--- config.mk ---
export PLATFORM = sky130hd
export DESIGN_NAME = grch_top
export DESIGN_NICKNAME = d
export VERILOG_FILES = /design/src/include/grch_pkg.sv /design/src/core/grch_top.sv /design/src/core/grch_sync.sv /design/src/core/grch_fifo2.sv
export VERILOG_INCLUDE_DIRS = /design/src /design/src/include
export SDC_FILE = /design/constraint.sdc
export NUM_CORES = 1
export LEC_CHECK = 0
export ABC_AREA = 1
export ABC_CLOCK_PERIOD_IN_PS = 2550
export BUFFER_PORTS_ARGS = -buffer_cell sky130_fd_sc_hd__buf_2
export CORE_ASPECT_RATIO = 1.5
export CORE_UTILIZATION = 60
export DETAILED_ROUTE_END_ITERATION = 7
export MAX_ROUTING_LAYER = met4
export PLACE_DENSITY = 0.83
export SYNTH_ARGS = -nofsm -noshare
export SYNTH_HDL_FRONTEND = slang
export SYNTH_SLANG_ARGS = --single-unit
--- constraint.sdc ---
create_clock -name CLK -period 2.55 [get_ports CLK]
set_clock_uncertainty 0.05 [all_clocks]
set_input_delay 0.51 -clock CLK [delete_from_list [all_inputs] [get_ports CLK]]
set_output_delay 0.51 -clock CLK [all_outputs]
set_load 0.02 [all_outputs]
--- src/include/grch_cfg.svh ---
// Constants of the bus remote command handler
// How it works
// After reset the control state is local and the local indication shows.
// A complete remote command line from a listener sets the remote state.
// In the remote state the bus-remote indication is shown.
// Local/remote changes are accepted only while the RF stage is standby.
// Go To Local or the front-panel control key returns to local.
// Address settings outside 01 to 31 are ignored.
// An accepted address setting is used from the next clock on.
// The bus address resets to 07.
// Bytes received with attention low are interface messages.
// Device clear to all acts whether or not the device is addressed.
// Device clear drops partial command text; settings stay as they were.
// Selected clear, go-to-local and command text need the listen address.
// The listen address holds until unlisten arrives.
// Bytes with attention high are 7-bit command text.
// Line feed is the only command terminator.
// Command lines have no length limit; only line feed ends them.
// Eight command strings are recognised and each acts or prepares a reply.
// Listen address is 32 plus address, talk 64 plus address, 63 unlisten.
// Replies go out when talk-addressed; a new command line clears them.
// The RF state query answers operate or standby text ended by line feed.
// A fault raises service request and stays latched until reset command.
`ifndef GRCH_CFG_SVH
`define GRCH_CFG_SVH

// ==========================================================
// Bus address
`define GRCH_ADDR_DEFAULT 5'h07
`define GRCH_ADDR_MIN     8'h01
`define GRCH_ADDR_MAX     8'h1f

// ==========================================================
// Interface message codes (7-bit)
`define GRCH_CODE_GTL     7'h01
`define GRCH_CODE_SDC     7'h04
`define GRCH_CODE_DCL     7'h14
`define GRCH_LISTEN_BASE  7'h20
`define GRCH_CODE_UNL     7'h3f
`define GRCH_TALK_BASE    7'h40
`define GRCH_CHAR_LF      7'h0a

// ==========================================================
// Command and reply text, first character in the top byte
`define GRCH_TXT_REMOTE   64'h52454d4f54450000
`define GRCH_TXT_LOCAL    64'h4c4f43414c000000
`define GRCH_TXT_OPERATE  64'h414d505f4f4e0000
`define GRCH_TXT_STANDBY  64'h414d505f4f464600
`define GRCH_TXT_RFQ      64'h414d503f00000000
`define GRCH_TXT_IDN      64'h2a49444e3f000000
`define GRCH_TXT_RST      64'h2a52535400000000
`define GRCH_TXT_CTRLQ    64'h434f4e54524f4c3f
`define GRCH_TXT_BUS      64'h4750494200000000
`define GRCH_LEN_REMOTE   4'h6
`define GRCH_LEN_LOCAL    4'h5
`define GRCH_LEN_OPERATE  4'h6
`define GRCH_LEN_STANDBY  4'h7
`define GRCH_LEN_RFQ      4'h4
`define GRCH_LEN_IDN      4'h5
`define GRCH_LEN_RST      4'h4
`define GRCH_LEN_CTRLQ    4'h8
`define GRCH_LEN_BUS      4'h4
// Identity reply text, arbitrary neutral value
`define GRCH_TXT_ID       64'h4445562c312c3000
`define GRCH_LEN_ID       4'h7

`endif

--- src/include/grch_pkg.sv ---
// Types of the bus remote command handler
package grch_pkg;

  typedef struct packed {
    logic       atn_n;
    logic [7:0] data;
  } grch_rx_t;

  typedef struct packed {
    logic ctrl_key;
    logic oper_key;
    logic fault;
  } grch_pins_t;

  typedef enum logic [2:0] {
    GRCH_C_REMOTE  = 3'h0,
    GRCH_C_LOCAL   = 3'h1,
    GRCH_C_OPERATE = 3'h2,
    GRCH_C_STANDBY = 3'h3,
    GRCH_C_RFQ     = 3'h4,
    GRCH_C_IDN     = 3'h5,
    GRCH_C_RST     = 3'h6,
    GRCH_C_CTRLQ   = 3'h7
  } grch_cmd_t;

  typedef enum logic [2:0] {
    GRCH_TX_IDLE = 3'b001,
    GRCH_TX_TEXT = 3'b010,
    GRCH_TX_TERM = 3'b100
  } grch_tx_st_t;

endpackage

--- src/core/grch_top.sv ---
// Bus remote command handler: addressing, parser, control state, replies
`include "grch_cfg.svh"
`timescale 1ns/1ps
`default_nettype none
module grch_top (
  input  wire logic                CLK,
  input  wire logic                NRST,
  input  wire logic                RX_VALID,
  input  wire grch_pkg::grch_rx_t  RX_BYTE,
  output var  logic                TX_VALID,
  input  wire logic                TX_READY,
  output var  logic [7:0]          TX_DATA,
  input  wire grch_pkg::grch_pins_t PINS,
  input  wire logic                ADDR_SET_STB,
  input  wire logic [7:0]          ADDR_SET_VAL,
  output var  logic [4:0]          BUS_ADDR,
  output var  logic                DISP_LOCAL,
  output var  logic                DISP_BUS,
  output var  logic                RF_OPERATE,
  output var  logic                FAULT_LATCHED,
  output var  logic                SRQ,
  output var  logic                LISTENER,
  output var  logic                TALKER
);
  import grch_pkg::*;

  localparam logic [63:0] CMD_TXT [8] = '{
    `GRCH_TXT_REMOTE, `GRCH_TXT_LOCAL, `GRCH_TXT_OPERATE,
    `GRCH_TXT_STANDBY, `GRCH_TXT_RFQ, `GRCH_TXT_IDN,
    `GRCH_TXT_RST, `GRCH_TXT_CTRLQ};
  localparam logic [3:0] CMD_LEN [8] = '{
    `GRCH_LEN_REMOTE, `GRCH_LEN_LOCAL, `GRCH_LEN_OPERATE,
    `GRCH_LEN_STANDBY, `GRCH_LEN_RFQ, `GRCH_LEN_IDN,
    `GRCH_LEN_RST, `GRCH_LEN_CTRLQ};

  // ==========================================================
  // State
  logic [4:0]  addr_q;
  logic        listen_q;
  logic        talk_q;
  logic        remote_q;
  logic        rf_q;
  logic        fault_q;
  logic [7:0]  match_q;
  logic [3:0]  pos_q;
  logic        in_line_q;
  logic [63:0] resp_q;
  logic [3:0]  resp_len_q;
  logic        resp_pend_q;
  logic [2:0]  idx_q;
  grch_tx_st_t tx_st_q;
  grch_tx_st_t tx_st_d;
  grch_pins_t  pins_s;
  logic        ctrl_prev_q;
  logic        oper_prev_q;

  // ==========================================================
  // Pin synchronisation and key edges
  grch_sync #(.W(3)) u_sync (
    .CLK  (CLK),
    .NRST (NRST),
    .din  (PINS),
    .dout (pins_s)
  );

  always_ff @(posedge CLK or negedge NRST) begin
    if (!NRST) begin
      ctrl_prev_q <= 1'b0;
      oper_prev_q <= 1'b0;
    end else begin
      ctrl_prev_q <= pins_s.ctrl_key;
      oper_prev_q <= pins_s.oper_key;
    end
  end

  wire ctrl_press = pins_s.ctrl_key & ~ctrl_prev_q;
  wire oper_press = pins_s.oper_key & ~oper_prev_q;

  // ==========================================================
  // Byte classification
  wire [6:0] rx_char = RX_BYTE.data[6:0];
  wire is_if  = RX_VALID & ~RX_BYTE.atn_n;
  wire is_dev = RX_VALID & RX_BYTE.atn_n & listen_q;
  wire [6:0] my_lad = `GRCH_LISTEN_BASE | {2'b00, addr_q};
  wire [6:0] my_tad = `GRCH_TALK_BASE | {2'b00, addr_q};
  wire dcl_w   = is_if & (rx_char == `GRCH_CODE_DCL);
  wire sdc_w   = is_if & listen_q & (rx_char == `GRCH_CODE_SDC);
  wire gtl_w   = is_if & listen_q & (rx_char == `GRCH_CODE_GTL);
  wire lad_w   = is_if & (rx_char == my_lad);
  wire unl_w   = is_if & (rx_char == `GRCH_CODE_UNL);
  wire tad_w   = is_if & (rx_char == my_tad);
  wire untad_w = is_if & (rx_char[6:5] == 2'b10) & ~tad_w;
  wire clr_w   = dcl_w | sdc_w;
  wire eol_w   = is_dev & (rx_char == `GRCH_CHAR_LF);
  wire chr_w   = is_dev & (rx_char != `GRCH_CHAR_LF);
  wire new_w   = is_dev & ~in_line_q;

  // ==========================================================
  // Addressing
  always_ff @(posedge CLK or negedge NRST) begin
    if (!NRST) begin
      listen_q <= 1'b0;
      talk_q   <= 1'b0;
    end else begin
      if (lad_w) begin
        listen_q <= 1'b1;
      end else if (unl_w) begin
        listen_q <= 1'b0;
      end
      if (tad_w) begin
        talk_q <= 1'b1;
      end else if (untad_w) begin
        talk_q <= 1'b0;
      end
    end
  end

  wire addr_ok = ADDR_SET_STB & (ADDR_SET_VAL >= `GRCH_ADDR_MIN)
                 & (ADDR_SET_VAL <= `GRCH_ADDR_MAX);

  always_ff @(posedge CLK or negedge NRST) begin
    if (!NRST) begin
      addr_q <= `GRCH_ADDR_DEFAULT;
    end else if (addr_ok) begin
      addr_q <= ADDR_SET_VAL[4:0];
    end
  end

  // ==========================================================
  // Command text matcher, one comparator per command string
  wire [7:0] hit_w;
  genvar i;
  generate
    for (i = 0; i < 8; i++) begin : g_cmd
      wire [7:0] exp_c = CMD_TXT[i][8*(7-pos_q[2:0]) +: 8];
      wire       step  = match_q[i] & (pos_q < CMD_LEN[i])
                         & (exp_c == {1'b0, rx_char});
      assign hit_w[i] = eol_w & match_q[i] & (pos_q == CMD_LEN[i]);
      always_ff @(posedge CLK or negedge NRST) begin
        if (!NRST) begin
          match_q[i] <= 1'b1;
        end else if (clr_w | eol_w) begin
          match_q[i] <= 1'b1;
        end else if (chr_w) begin
          match_q[i] <= step;
        end
      end
    end
  endgenerate

  always_ff @(posedge CLK or negedge NRST) begin
    if (!NRST) begin
      pos_q     <= 4'h0;
      in_line_q <= 1'b0;
    end else if (clr_w | eol_w) begin
      pos_q     <= 4'h0;
      in_line_q <= 1'b0;
    end else if (chr_w) begin
      pos_q     <= (pos_q == 4'hf) ? pos_q : pos_q + 4'h1;
      in_line_q <= 1'b1;
    end
  end

  // ==========================================================
  // Control source, RF stage and fault
  wire to_remote = hit_w[GRCH_C_REMOTE];
  wire to_local  = hit_w[GRCH_C_LOCAL] | gtl_w | ctrl_press;
  wire rst_hit   = hit_w[GRCH_C_RST];
  wire rf_on  = ~fault_q & ((remote_q & hit_w[GRCH_C_OPERATE])
                | (~remote_q & oper_press & ~rf_q));
  wire rf_off = fault_q | rst_hit | (remote_q & hit_w[GRCH_C_STANDBY])
                | (~remote_q & oper_press & rf_q);

  always_ff @(posedge CLK or negedge NRST) begin
    if (!NRST) begin
      remote_q <= 1'b0;
      rf_q     <= 1'b0;
      fault_q  <= 1'b0;
    end else begin
      if (!rf_q) begin
        if (to_remote) begin
          remote_q <= 1'b1;
        end else if (to_local) begin
          remote_q <= 1'b0;
        end
      end
      if (rf_off) begin
        rf_q <= 1'b0;
      end else if (rf_on) begin
        rf_q <= 1'b1;
      end
      if (pins_s.fault) begin
        fault_q <= 1'b1;
      end else if (rst_hit) begin
        fault_q <= 1'b0;
      end
    end
  end

  // ==========================================================
  // Reply preparation
  wire q_rf   = hit_w[GRCH_C_RFQ];
  wire q_idn  = hit_w[GRCH_C_IDN];
  wire q_ctrl = hit_w[GRCH_C_CTRLQ];
  wire [63:0] rf_txt = rf_q ? `GRCH_TXT_OPERATE : `GRCH_TXT_STANDBY;
  wire [3:0]  rf_len = rf_q ? `GRCH_LEN_OPERATE : `GRCH_LEN_STANDBY;
  wire [63:0] ct_txt = remote_q ? `GRCH_TXT_BUS : `GRCH_TXT_LOCAL;
  wire [3:0]  ct_len = remote_q ? `GRCH_LEN_BUS : `GRCH_LEN_LOCAL;
  wire [63:0] rep_txt = q_rf ? rf_txt : (q_idn ? `GRCH_TXT_ID : ct_txt);
  wire [3:0]  rep_len = q_rf ? rf_len : (q_idn ? `GRCH_LEN_ID : ct_len);
  wire        rep_w   = q_rf | q_idn | q_ctrl;

  // ==========================================================
  // Reply emitter into the output buffer
  logic       fifo_ready;
  logic       fifo_ovalid;
  logic [7:0] fifo_odata;
  wire        st_text  = (tx_st_q == GRCH_TX_TEXT);
  wire        st_term  = (tx_st_q == GRCH_TX_TERM);
  wire        push_w   = (st_text | st_term) & talk_q & fifo_ready;
  wire [7:0]  push_dat = st_term ? {1'b0, `GRCH_CHAR_LF}
                         : resp_q[8*(7-idx_q) +: 8];
  wire        last_chr = ({1'b0, idx_q} == resp_len_q - 4'h1);

  always_comb begin
    tx_st_d = tx_st_q;
    case (tx_st_q)
      GRCH_TX_IDLE: begin
        if (resp_pend_q & talk_q) begin
          tx_st_d = GRCH_TX_TEXT;
        end
      end
      GRCH_TX_TEXT: begin
        if (push_w & last_chr) begin
          tx_st_d = GRCH_TX_TERM;
        end
      end
      GRCH_TX_TERM: begin
        if (push_w) begin
          tx_st_d = GRCH_TX_IDLE;
        end
      end
      default: tx_st_d = GRCH_TX_IDLE;
    endcase
    if (new_w) begin
      tx_st_d = GRCH_TX_IDLE;
    end
  end

  always_ff @(posedge CLK or negedge NRST) begin
    if (!NRST) begin
      tx_st_q <= GRCH_TX_IDLE;
    end else begin
      tx_st_q <= tx_st_d;
    end
  end

  always_ff @(posedge CLK or negedge NRST) begin
    if (!NRST) begin
      resp_q      <= 64'h0;
      resp_len_q  <= 4'h1;
      resp_pend_q <= 1'b0;
      idx_q       <= 3'h0;
    end else if (rep_w) begin
      resp_q      <= rep_txt;
      resp_len_q  <= rep_len;
      resp_pend_q <= 1'b1;
      idx_q       <= 3'h0;
    end else if (new_w | (st_term & push_w)) begin
      resp_pend_q <= 1'b0;
      idx_q       <= 3'h0;
    end else if (st_text & push_w) begin
      idx_q       <= idx_q + 3'h1;
    end
  end

  grch_fifo2 u_buf (
    .CLK       (CLK),
    .NRST      (NRST),
    .flush     (new_w),
    .in_valid  ((st_text | st_term) & talk_q),
    .in_ready  (fifo_ready),
    .in_data   (push_dat),
    .out_valid (fifo_ovalid),
    .out_ready (TX_READY & talk_q),
    .out_data  (fifo_odata)
  );

  // ==========================================================
  // Outputs
  assign TX_VALID      = fifo_ovalid & talk_q;
  assign TX_DATA       = fifo_odata;
  assign BUS_ADDR      = addr_q;
  assign DISP_LOCAL    = ~remote_q;
  assign DISP_BUS      = remote_q;
  assign RF_OPERATE    = rf_q;
  assign FAULT_LATCHED = fault_q;
  assign SRQ           = fault_q;
  assign LISTENER      = listen_q;
  assign TALKER        = talk_q;
endmodule
`default_nettype wire

--- src/core/grch_sync.sv ---
// Two-flop synchroniser for pin inputs
`timescale 1ns/1ps
`default_nettype none
module grch_sync #(
  parameter int W = 3
) (
  input  wire logic         CLK,
  input  wire logic         NRST,
  input  wire logic [W-1:0] din,
  output var  logic [W-1:0] dout
);
  logic [W-1:0] meta_q;

  genvar i;
  generate
    for (i = 0; i < W; i++) begin : g_bit
      always_ff @(posedge CLK or negedge NRST) begin
        if (!NRST) begin
          meta_q[i] <= 1'b0;
          dout[i]   <= 1'b0;
        end else begin
          meta_q[i] <= din[i];
          dout[i]   <= meta_q[i];
        end
      end
    end
  endgenerate
endmodule
`default_nettype wire

--- src/core/grch_fifo2.sv ---
// Two-entry byte buffer with valid/ready on both sides and flush
`timescale 1ns/1ps
`default_nettype none
module grch_fifo2 (
  input  wire logic       CLK,
  input  wire logic       NRST,
  input  wire logic       flush,
  input  wire logic       in_valid,
  output var  logic       in_ready,
  input  wire logic [7:0] in_data,
  output var  logic       out_valid,
  input  wire logic       out_ready,
  output var  logic [7:0] out_data
);
  logic [7:0] mem_q [2];
  logic       wp_q;
  logic       rp_q;
  logic [1:0] cnt_q;
  wire        push = in_valid & in_ready;
  wire        pop  = out_valid & out_ready;

  assign in_ready  = (cnt_q != 2'h2);
  assign out_valid = (cnt_q != 2'h0);
  assign out_data  = mem_q[rp_q];

  always_ff @(posedge CLK or negedge NRST) begin
    if (!NRST) begin
      wp_q  <= 1'b0;
      rp_q  <= 1'b0;
      cnt_q <= 2'h0;
    end else if (flush) begin
      wp_q  <= 1'b0;
      rp_q  <= 1'b0;
      cnt_q <= 2'h0;
    end else begin
      wp_q  <= wp_q ^ push;
      rp_q  <= rp_q ^ pop;
      cnt_q <= cnt_q + {1'b0, push} - {1'b0, pop};
    end
  end

  always_ff @(posedge CLK) begin
    if (push) begin
      mem_q[wp_q] <= in_data;
    end
  end
endmodule
`default_nettype wire

Word-level counts from Yosys, hierarchy flattened
Memory sizes are Yosys's and may differ from the RTL's.
Cells that the tools add are included.
{ "totals": {"register_bits": 110, "ramBits": 16, "inputBits": 25, "word_cells": 243, "n_memories": 1} }
{ "classes": {"addsub": 7, "order_cmp": 7, "eq_ne": 32, "n_shift": 9, "mux": 55, "n_bitwise": 88, "n_reduce_logical": 12} }
{ "mem_list": {"columns": ["name", "words", "word_bits", "rd", "rd_clocked_by_memory_dff", "write_ports", "line_no", "source"], "rows": [
  ["u_buf.mem_q", 2, 8, 1, 0, 1, "grch_fifo2.sv:15", "logic [7:0] mem_q [2];"]
]} }
{ "op_table": {"columns": ["op", "n"], "rows": [
  ["variable part select 64 x 33 -> 8 bit, first input constant", 8],
  ["2-to-1 mux 60 bit", 3],
  ["bitwise AND 1 bit", 66],
  ["== test 8 x 7 -> 1 bit", 8],
  ["variable part select 64 x 33 -> 8 bit", 1],
  ["2-to-1 mux 1 bit", 36],
  ["2-to-1 mux 3 bit", 7],
  ["2-to-1 mux 20 bit", 1],
  ["== test 4 x 3 -> 1 bit, second input constant", 4],
  ["less-than comparator 4 x 3 -> 1 bit, second input constant", 4],
  ["nonzero test 2 bit", 8],
  ["2-to-1 mux 4 bit", 3],
  ["OR 1 bit", 12],
  ["one-hot mux 3 bit (3 select lines)", 1],
  ["== test 4 bit, second input constant", 2],
  ["greater-or-equal comparator 8 x 1 -> 1 bit, second input constant", 1],
  ["<= comparator 8 x 5 -> 1 bit, second input constant", 1],
  ["2-to-1 mux 8 bit", 1],
  ["NOT 1 bit", 8],
  ["subtractor 3 x 3 -> 4 bit, first input constant", 2],
  ["== test 7 x 1 -> 1 bit, second input constant", 1],
  ["== test 7 x 3 -> 1 bit, second input constant", 1],
  ["== test 7 x 4 -> 1 bit, second input constant", 1],
  ["== test 7 x 5 -> 1 bit, second input constant", 1],
  ["other kinds (23)", 29]
]} }

Longest topological paths before layout
Gate-level depths: netlist (run 1).
{ "logic_depth": {"depth_word": 10, "ltp_mapped": 13, "ltp_nobuf": 12} }

Hierarchy
Synthesis (run 1) repeated with hierarchy kept, for this count alone.
{ "hier_totals": {"hier_cells": 680, "hier_area_um2": 4973.5} }
{ "modules_own_cells": {"columns": ["module", "instances", "cells_per_inst", "area_per_inst_um2", "seq_area_each_um2"], "rows": [
  ["grch_top", 1, 615, 3957.5, 1217.4],
  ["grch_fifo2", 1, 59, 865.8, 580.6],
  ["grch_sync", 1, 6, 150.1, 150.1]
]} }

Worst setup path before layout (run 1)
OpenSTA, ideal clock, no wires.
{ "synth_path": {"kind": "register to register", "startpoint": "register pos_q[0]", "endpoint": "register idx_q[2]", "arrival_time_ps": 2006, "slack_ps": 422, "path_stages_with_launch": 12, "synth_period_minus_slack_ps": 2128, "cell_sequence": "dfrtp_1 clkinv_1 ha_1 buf_6 nand2_4 nor2_1 and2_1 o21ai_2 nand2_4 inv_4 nand2_2 nor2_1"} }
{ "synth_via": {"elab_chain_len": 5, "elab_cells_between_ends": 10, "cone_classes": "3 x eq/ne; 1 x mux; 5 x bitwise; 1 x reduce/logical"} }
{ "synth_rtl": {"columns": ["element", "line_no", "source"], "rows": [
  ["start: declaration", "grch_top.sv:45", "logic [3:0] pos_q;"],
  ["start signal: assignment", "grch_top.sv:159", "pos_q <= (pos_q == 4'hf) ? pos_q : pos_q + 4'h1;"],
  ["== test 4 x 3 -> 1 bit", "grch_top.sv:138", "assign hit_w[i] = eol_w & match_q[i] & (pos_q == CMD_LEN[i]);"],
  ["bitwise AND 1 bit", "grch_top.sv:138", null],
  ["OR 1 bit", "grch_top.sv:211", "wire rep_w = q_rf | q_idn | q_ctrl;"],
  ["OR 1 bit *", "grch_top.sv:211", null],
  ["nonzero test 3 bit (no source line) or 2-to-1 mux 3 bit (tied branches)", null, null],
  ["end signal: assignment", "grch_top.sv:273", "idx_q <= idx_q + 3'h1;"],
  ["end: declaration", "grch_top.sv:50", "logic [2:0] idx_q;"]
]} }
Every way passes the cells marked *; elsewhere a longest branch is shown, timed or not.
A chain may end at the register's enable or synchronous reset.

Worst setup path in the final report (run 1)
{ "layout_path": {"startpoint": "register pos_q[1]", "endpoint": "register idx_q[2]"} }
Same word-level chain as after synthesis.

==> metrics.cfg, run 1 <==
[status]
status=finished clean

[clocking]
cts_tree=yes
cts.path.max_buffers=2
cts-root-buf=clkbuf_16
cts_hold_buf=0
clock_sinks=72
clk_latency_ns=0.33
post_cts_buffers=0
numCtsBuffers=9
clkTransAtPathRegs_ns=0.05
htreeDepth=3
post_cts_resized=0

[floorplan]
die_y_um=111
die_area_sq_um=8250
initial_utilization_pct=62.1
pin_count=46
design.core.area_sq_um=7610
die_w_um=74.5
num_rows=39

[flow_run]
max_cap_viol_count=0

[timing]
period_needed_ns=2.27
max_freq_mhz=440
slew_violations=0
finalCritPeriodShare_pct=89.1
final_hold_viol_count=0
setup_tns_ns=0
setup_viol=0
rsz0062_at_grt=no
max_slew_margin_pct=51.7
tightest_slew_ns=0.725

[power_and_ir_drop]
powerDensity_nw_per_um2=851
p_leak_nw=2.74
ir_drop_v=0.000587

[setup_path]
ff2ff_setup_slack_ns=0.28
critPathBufInv=2
cp_data_arrival_time_ns=2.43
slowest_delay_ns=0.39
crit_family=simple AND/OR/NAND/NOR gates
crit_fanout=9
end_kind=flop
slowest_stage=dfrtp_1
crit_type=reg -> reg
startpoint_type=flop
path_cells=inv_1 -> ha_1 -> nand2_4 -> nor2_1 -> and2_1 -> o21ai_2 -> nand2_4 -> inv_4 -> nand2_2 -> nor2_1
required_ns=2.71

[logic_synthesis]
synth-seq-area-share_pct=39.9
synth_area_leader_cell=dfrtp_1
synth_top_area_share_pct=23.8
syn_area_sq_um=4730
synthCells=671
ys_types=43
async_flop_share_pct=80.6
synth_area_leaders=dfrtp_1 (24%), nand2_1 (18%), edfxtp_1 (8.9%)
ys_ff_latch=72
syn_area_per_cell_sq_um=7.05
synth_ff_type=dfrtp_1
syn-num-nets=711
yosys_warnings=0
synth_edf_count=14

[cells_and_area]
drive_gt1_share_pct=13.2
layout_common_cells=nand2_1 (233), nor2_1 (71), nand3_1 (67)
design_area_sq_um=5280
final_common_cell=nand2_1
diodes=0
layout.nets=753
final_cells=820
syn_to_final_growth_pct=11.6

[placement]
place_area_sq_um=5020
io_buffer_count=43
gp_congestion=0.983
dp.cells=804
hpwl_mm=9.93

[routing]
drtPass1Iterations=5
num_vias=4567
wl_per_cell_um=16.4
vias_per_cell=5.57
drt-total-wl_mm=13.4
drtIter0Drc=271
drcViolationCount=0
ant_nets=0

[global_route]
grt_pass1_vias=4683
grt_pass1_wl_mm=22.0
antenna_found_initial=0
gr-usage-all-layers_pct=36.6
grt_max_degree=59
gr-total-overflow=0

[hold_path]
hp-class=in -> reg

-- path summary, 6_finish.rpt --
| kind | startpoint | to | depth (start not counted) |
|---|---|---|---|
| max | pos_q[1]$_DFFE_PN0P_ | idx_q[2]$_DFFE_PN0P_ | 10 |
| min reg2reg | u_sync.meta_q[2]$_DFF_PN0_ | u_sync.dout[2]$_DFF_PN0_ | 0 |
| min | PINS[1] | u_sync.meta_q[1]$_DFF_PN0_ | 1 |
| max reg2reg | pos_q[1]$_DFFE_PN0P_ | idx_q[2]$_DFFE_PN0P_ | 10 |
| min in group asynchronous | NRST | u_buf.cnt_q[0]$_DFF_PN0_ | 2 |
| max in group asynchronous | NRST | pos_q[1]$_DFFE_PN0P_ | 2 |
-- flip-flops by register name, indices dropped and copies added (netlist names), 3 cells and up --
register / flops
idx_q: 3
tx_st_q: 3
match_q: 8
u_sync.meta_q: 3
BUS_ADDR: 5
pos_q: 4
u_buf.mem_q: 14
resp_q: 14
u_sync.dout: 3
-- report_power, final --
part           switching [mW]  internal (mW)
Clock                   0.451          0.653
Sequential              0.183           1.38
Combinational            1.21          0.612
Total                    1.84           2.65
-- cell families (layout without fill, tap and decap cells) --
| family | Yosys count | count (layout) | synth area share, % |
|---|---|---|---|
| compound gates | 67 | 67 | 8.10 |
| simple gates | 404 | 404 | 36.1 |
| flops | 72 | 72 | 39.9 |
| other cells | 1 | 1 | 0.0793 |
| xor+xnor | 16 | 16 | 2.96 |
| buf+inv | 95 | 142 | 8.65 |
| fa+ha+maj | 15 | 15 | 3.97 |
| mux | 1 | 1 | 0.212 |
-- synth_stat cells (4+ instances only) --
master	number
nand2_1	233
nor2_1	71
nand3_1	67
inv_1	66
dfrtp_1	45
o21ai_0	27
a21oi_1	22
ha_1	15
edfxtp_1	14
dfstp_2	13
buf_2	11
nand4_1	10
xor2_1	10
nor3_1	7
xnor2_1	6
buf_4	5
clkbuf_1	4
clkinv_1	4
nand2_2	4
o211ai_1	4
-- metal layers --
| layer | GRT usage, % | vias to the layer above | wire, um |
|---|---|---|---|
| met2 | 62.3 | 164 | 7220 |
| li1 | - | 2229 | - |
| met3 | 5.27 | 54 | 576 |
| met1 | 38.1 | 2120 | 4770 |
| met4 | 23.1 | 0 | 869 |
| met5 | - | - | 0 |
-- area by class of cell --
| type | count | area [sq um] |
|---|---|---|
| Fill cell | 647 | 2340 |
| Sequential cell | 72 | 1890 |
| Multi-Input combinational cell | 504 | 2430 |
| Clock inverter | 4 | 22.5 |
| Timing Repair Buffer | 53 | 290 |
| Inverter | 73 | 279 |
| Clock buffer | 12 | 236 |
| Tap cell | 102 | 128 |
-- worst reg2reg max path, stage by stage (launching register included) --
cell and delay (ns):
dfrtp_1 0.39, inv_1 0.08, ha_1 0.39, nand2_4 0.15, nor2_1 0.27, and2_1 0.33, o21ai_2 0.13, nand2_4 0.15
inv_4 0.09, nand2_2 0.09, nor2_1 0.04
-- metrics by stage --
step | utilization, % | power [mW] | hold WS [ns] | setup WS [ns]
floorplan | - | 2.85 | 0.164 | 0.422
detailed placement | 65.9 | 3.35 | 0.286 | 0.335
global placement | 65.9 | 3.28 | 0.282 | 0.445
global route | 69.3 | 4.81 | 0.232 | 0.162
CTS | 69.3 | 4.47 | 0.230 | 0.316
finish | 69.3 | 4.49 | 0.233 | 0.279
(Power assumes the default switching activity.)
==> inputs of run 2 (changes only) <==
CELL_PAD_IN_SITES_DETAIL_PLACEMENT = 0   (was unset)
CELL_PAD_IN_SITES_GLOBAL_PLACEMENT = 1   (was unset)
CORE_UTILIZATION = 43   (was 60)
PLACE_DENSITY = 0.82   (was 0.83)
==> run 2 against run 1 <==
Effect of this change: fmax up 12%; first-iteration DRC count is 7.7% lower; cell count grew 5.7%; via count up 0.72%; critical endpoint unchanged; sequential share of layout area down 1.1 points; sequential power hardly changed; power grew 5.4%; critical path depth unchanged; utilization is 18 points lower.
==> metrics.cfg, run 2 (synthesized netlist as in run 1, its figures left out) <==
[timing]
finalCritPeriodShare_pct=79.7
max_slew_margin_pct=58.9
final_hold_viol_count=0
setup_viol=0
timing.final.ws_setup_ns=0.517
setup_tns_ns=0
period_needed_ns=2.03
max_freq_mhz=492
rsz0062_at_grt=no
holdWs_ns=0.135
slew_violations=0
tightest_slew_ns=0.612

[setup_path]
ff2ff_setup_slack_ns=0.52
required_ns=2.72
critPathBufInv=2
worstReg2RegEnd=idx_q[2]$_DFFE_PN0P_
crit_family=simple AND/OR/NAND/NOR gates
path_cells=inv_1 -> ha_1 -> nand2_4 -> nor2_1 -> and2_1 -> o21ai_2 -> nand2_4 -> inv_4 -> nand2_2 -> nor2_1
r2r_cells=10
end_kind=flop
startpoint_type=flop
slowest_stage=dfrtp_1
r2r_start=pos_q[1]$_DFFE_PN0P_
cp_data_arrival_time_ns=2.21
crit_type=reg -> reg
slowest_delay_ns=0.38
crit_fanout=9

[floorplan]
design.core.area_sq_um=10600
num_rows=46
die_area_sq_um=11400
die_w_um=87.6
die_y_um=130
pin_count=46
initial_utilization_pct=44.4

[cells_and_area]
drive_gt1_share_pct=14.2
final_core_utilization_pct=51.1
diodes=0
final_cells=867
layout_common_cells=nand2_1 (233), nor2_1 (71), nand3_1 (67)
top_regs=resp_q: 14 flops, u_buf.mem_q: 14 flops, match_q: 8 flops
final_common_cell=nand2_1
layout.nets=758
design_area_sq_um=5450
fillers=1075
syn_to_final_growth_pct=15.2

[clocking]
post_cts_buffers=0
post_cts_resized=0
htreeDepth=3
cts_tree=yes
cts.path.max_buffers=2
clkTransAtPathRegs_ns=0.06
clk_latency_ns=0.34
cts_hold_buf=0
numCtsBuffers=9
cts-root-buf=clkbuf_16
clock_sinks=72

[placement]
hpwl_mm=10.4
io_buffer_count=43
dp_slack_ns=0.494
dp.cells=851
gp_congestion=0.954
place_area_sq_um=5120

[power_and_ir_drop]
seq_power_share_pct=33.0
finalPower_mw=4.73
swShare_pct=39.2
power.internal_mw=2.88
powerDensity_nw_per_um2=869
power.share.combinational_pct=38.1
p_leak_nw=2.80
power.switching_mw=1.85
ir_drop_v=0.000354
clockPowerShare_pct=28.9

[global_route]
gr-total-overflow=0
grt_pass1_vias=4576
antenna_found_initial=0
grt_pass1_wl_mm=21.8
gr-usage-all-layers_pct=26.2
grt_max_degree=28

[hold_path]
hp-class=in -> async

[routing]
num_vias=4600
vias_per_cell=5.31
drcViolationCount=0
drtPass1Iterations=4
drt-total-wl_mm=13.3
wl_per_cell_um=15.4
drtIter0Drc=250
ant_nets=0

[status]
status=finished clean

[flow_run]
max_cap_viol_count=0

[run 2: final cells by class]
cell class	count	area [sq um]	area share [%]
Inverter	73	279	5.12
Clock buffer	9	225	4.14
Clock inverter	7	101	1.86
Timing Repair Buffer	58	340	6.25
Multi-Input combinational cell	504	2430	44.6
Tap cell	144	180	3.31
Sequential cell	72	1890	34.7
[run 2: metal layers]
| layer | GRT usage, % | vias to the layer above | share of wire, % |
|---|---|---|---|
| li1 | - | 2251 | - |
| met1 | 25.8 | 2138 | 36 |
| met2 | 47.7 | 173 | 54 |
| met3 | 4.84 | 38 | 4.9 |
| met4 | 14.8 | 0 | 4.5 |
| met5 | - | - | 0 |
[run 2: how the worst max path moves through the flow]
stage	from	to	depth (start not counted)
final	pos_q[1]$_DFFE_PN0P_	idx_q[2]$_DFFE_PN0P_	10
after global routing	pos_q[1]$_DFFE_PN0P_	idx_q[2]$_DFFE_PN0P_	10
after CTS	pos_q[1]$_DFFE_PN0P_	idx_q[2]$_DFFE_PN0P_	10
after detailed placement	RX_BYTE[0]	match_q[6]$_DFFE_PN1P_	9
after global placement	RX_BYTE[0]	match_q[6]$_DFFE_PN1P_	9
after floorplan	pos_q[0]$_DFFE_PN0P_	idx_q[2]$_DFFE_PN0P_	11
[run 2: power groups by stage]
| stage | combinational, mW | sequential, mW | clock, mW |
|---|---|---|---|
| 2_1_floorplan | 1.33 | 1.52 | 0 |
| 3_3_place_gp | 1.74 | 1.57 | 0 |
| 3_5_place_dp | 1.78 | 1.58 | 0 |
| 4_1_cts | 1.79 | 1.56 | 1.40 |
| 5_1_grt | 2.06 | 1.59 | 1.45 |
| 6_report | 1.80 | 1.56 | 1.37 |
==> inputs of run 3 (changes only) <==
ABC_AREA = 0   (was 1)
ABC_CLOCK_PERIOD_IN_PS = 1900   (was 2550)
CORE_UTILIZATION = 46   (was 43)
PLACE_DENSITY = 0.83   (was 0.82)
clock period = 1.9 ns   (was 2.55 ns; I/O delays follow)
==> run 3 against run 2 <==
Effect of this change: the flow now finishes with violations (hold timing); fmax increased by 9.1%; clock power increased by 34%; largest power group unchanged; die area decreased by 11%; critical path depth decreased by 1; cell count decreased by 20%; combinational power increased by 56%; final area increased by 7.0%; critical endpoint is now match_q[4]$_DFFE_PN1P_; utilization increased by 11 points; worst hold slack got worse by 0.14 ns; highest routed layer unchanged; worst setup slack got worse by 0.48 ns.
==> metrics.cfg, run 3 <==
[logic_synthesis]
synth_top_area_share_pct=25.0
synth_ff_type=dfrtp_1
synth-compound-area-share_pct=17.0
synth-seq-area-share_pct=41.8
syn_area_sq_um=4510
yosys.area_share.simple_pct=19.7
synth_edf_count=14
synthCells=489
ys_types=61
synth_area_leaders=dfrtp_1 (25%), edfxtp_1 (9.3%), dfstp_2 (7.6%)
syn_area_per_cell_sq_um=9.23
synth_commonest_cells=dfrtp_1 (45), nand2_1 (45), nor2_1 (39)
yosys.area_share.xor_xnor_pct=6.99
synth_adder_area_share_pct=4.16
yosys_warnings=0
syn-num-nets=529
synth_area_leader_cell=dfrtp_1
synth_mux_area_share_pct=4.91
ys_ff_latch=72
synth_top_family_by_area=simple AND/OR/NAND/NOR gates
async_flop_share_pct=80.6

[cells_and_area]
layout.nets=616
layout_common_cells=buf_4 (58), dfrtp_1 (44), nand2_1 (43), buf_2 (43), nor2_1 (35)
drive_gt1_share_pct=33.2
design_area_sq_um=5830
final_common_cell=buf_4
final_core_utilization_pct=62.2
fillers=843
diodes=0
top_regs=resp_q: 14 flops, u_buf.mem_q: 14 flops, match_q: 8 flops
syn_to_final_growth_pct=29.1

[power_and_ir_drop]
powerDensity_nw_per_um2=1150
clockPowerShare_pct=27.4
seq_power_share_pct=30.8
p_leak_nw=2.53
power.switching_mw=2.30
power.internal_mw=4.38
power.share.combinational_pct=41.9
ir_drop_v=0.00117
swShare_pct=34.4

[setup_path]
startpoint_type=flop
crit_type=reg -> reg
end_kind=flop
crit_family=compound AO/OA/AOI/OAI gates
required_ns=2.11
crit_fanout=5
worstReg2RegEnd=match_q[4]$_DFFE_PN1P_
r2r_cells=9
path_cells=inv_4 -> buf_12 -> ha_4 -> buf_4 -> xor2_1 -> a31oi_1 -> o32a_1 -> nor3_2 -> a211o_1
cp.depth=9
slowest_stage=dfrtp_1
r2r_start=pos_q[0]$_DFFE_PN0P_
endpoint=match_q[4]$_DFFE_PN1P_
ff2ff_setup_slack_ns=0.04
slowest_delay_ns=0.42
startpoint=pos_q[0]$_DFFE_PN0P_
critPathBufInv=3
cp_data_arrival_time_ns=2.07

[placement]
place_area_sq_um=5260
hpwl_mm=9.03
gp_congestion=0.859
dp_slack_ns=-0.281
io_buffer_count=43

[timing]
max_freq_mhz=536
holdWs_ns=-0.00860
setup_tns_ns=0
rsz0062_at_grt=yes
final_hold_viol_count=11
setup_viol=0
slew_violations=0
timing.final.ws_setup_ns=0.0357
finalCritPeriodShare_pct=98.1
period_needed_ns=1.86

[global_route]
grt_max_degree=59
gr-total-overflow=0
antenna_found_initial=0
grt_pass1_vias=4105
gr-usage-all-layers_pct=25.7
grt_pass1_wl_mm=19.8

[routing]
drcViolationCount=0
ant_nets=0
vias_per_cell=5.90
drtPass1Iterations=4
drt-total-wl_mm=12.5
num_vias=4086
wl_per_cell_um=18.1
drtIter0Drc=179

[floorplan]
design.core.area_sq_um=9360
die_y_um=123
initial_utilization_pct=48.2
pin_count=46
die_w_um=82.9
num_rows=43
die_area_sq_um=10200

[clocking]
clkTransAtPathRegs_ns=0.06
cts_hold_buf=0
clk_latency_ns=0.33
numCtsBuffers=9
cts.path.max_buffers=2
cts-root-buf=clkbuf_16
cts_tree=yes
clock_sinks=72
htreeDepth=3

[status]
violations=hold timing
status=finished with violations

[flow_run]
max_cap_viol_count=0

[hold_path]
hp-class=in -> async

[run 3: stage by stage]
step                power, mW  cells  hold WS, ns
floorplan                3.57    489       0.0344
global placement         4.41    672        0.282
detailed placement       4.48    672        0.285
CTS                      6.32    688      0.00529
global route             7.03    693       0.0167
finish                   6.68    693     -0.00860
[run 3: kinds of logic after synthesis]
kind of cell             after synthesis
AND/OR/NAND/NOR                      176
AO/OA/AOI/OAI                        115
flip-flops                            72
buffers and inverters                 58
XOR/XNOR                              36
multiplexers                          16
adder cells (fa/ha/maj)               15
other                                  1
[run 3: repair_timing]
item	CTS	global route
setup endpoints to repair	10	27
buffers inserted	0	5
endpoints found under the hold margin	0	0
pin swaps	3	15
resized for setup	8	34
[run 3: worst reg2reg max path, stage by stage (launching register included)]
cell and delay (ns):
dfrtp_1 0.42, inv_4 0.09, buf_12 0.14, ha_4 0.15, buf_4 0.14, xor2_1 0.13
a31oi_1 0.17, o32a_1 0.22, nor3_2 0.05, a211o_1 0.22
[run 3: how the worst min path moves through the flow]
stage	slack (ns)	startpoint	endpoint
floorplan	0.03	NRST	BUS_ADDR[3]$_DFFE_PN0P_
global placement	0.28	u_sync.meta_q[2]$_DFF_PN0_	u_sync.dout[2]$_DFF_PN0_
detailed placement	0.28	u_sync.meta_q[0]$_DFF_PN0_	u_sync.dout[0]$_DFF_PN0_
CTS	0.005	NRST	resp_q[40]$_DFFE_PN0N_
global route	0.02	NRST	pos_q[3]$_DFFE_PN0P_
finish	-0.009	NRST	pos_q[0]$_DFFE_PN0P_
[run 3: area by class of cell]
cell class / instances / area [sq um] / share of cell area, %
Clock inverter: 3 / 65.1 / 1.12
Inverter: 22 / 85.1 / 1.46
Tap cell: 112 / 140 / 2.41
Timing Repair Buffer: 112 / 840 / 14.4
Sequential cell: 72 / 1890 / 32.4
Multi-Input combinational cell: 359 / 2550 / 43.7
Clock buffer: 13 / 260 / 4.47
[run 3: power by group through the flow]
stage	logic, mW	registers (mW)	clock network, mW
6_report	2.80	2.05	1.83
5_1_grt	3.03	2.08	1.92
4_1_cts	2.43	2.04	1.85
3_5_place_dp	2.40	2.07	0
3_3_place_gp	2.35	2.06	0
2_1_floorplan	1.56	2.01	0
[run 3: routing by layer]
metal | share of wire, % | vias to the layer above | global-route usage, %
met1 | 35 | 1985 | 25.2
met3 | 3.8 | 47 | 3.67
met4 | 5.4 | 0 | 18.6
li1 | - | 1936 | -
met5 | 0 | - | -
met2 | 56 | 118 | 46.6
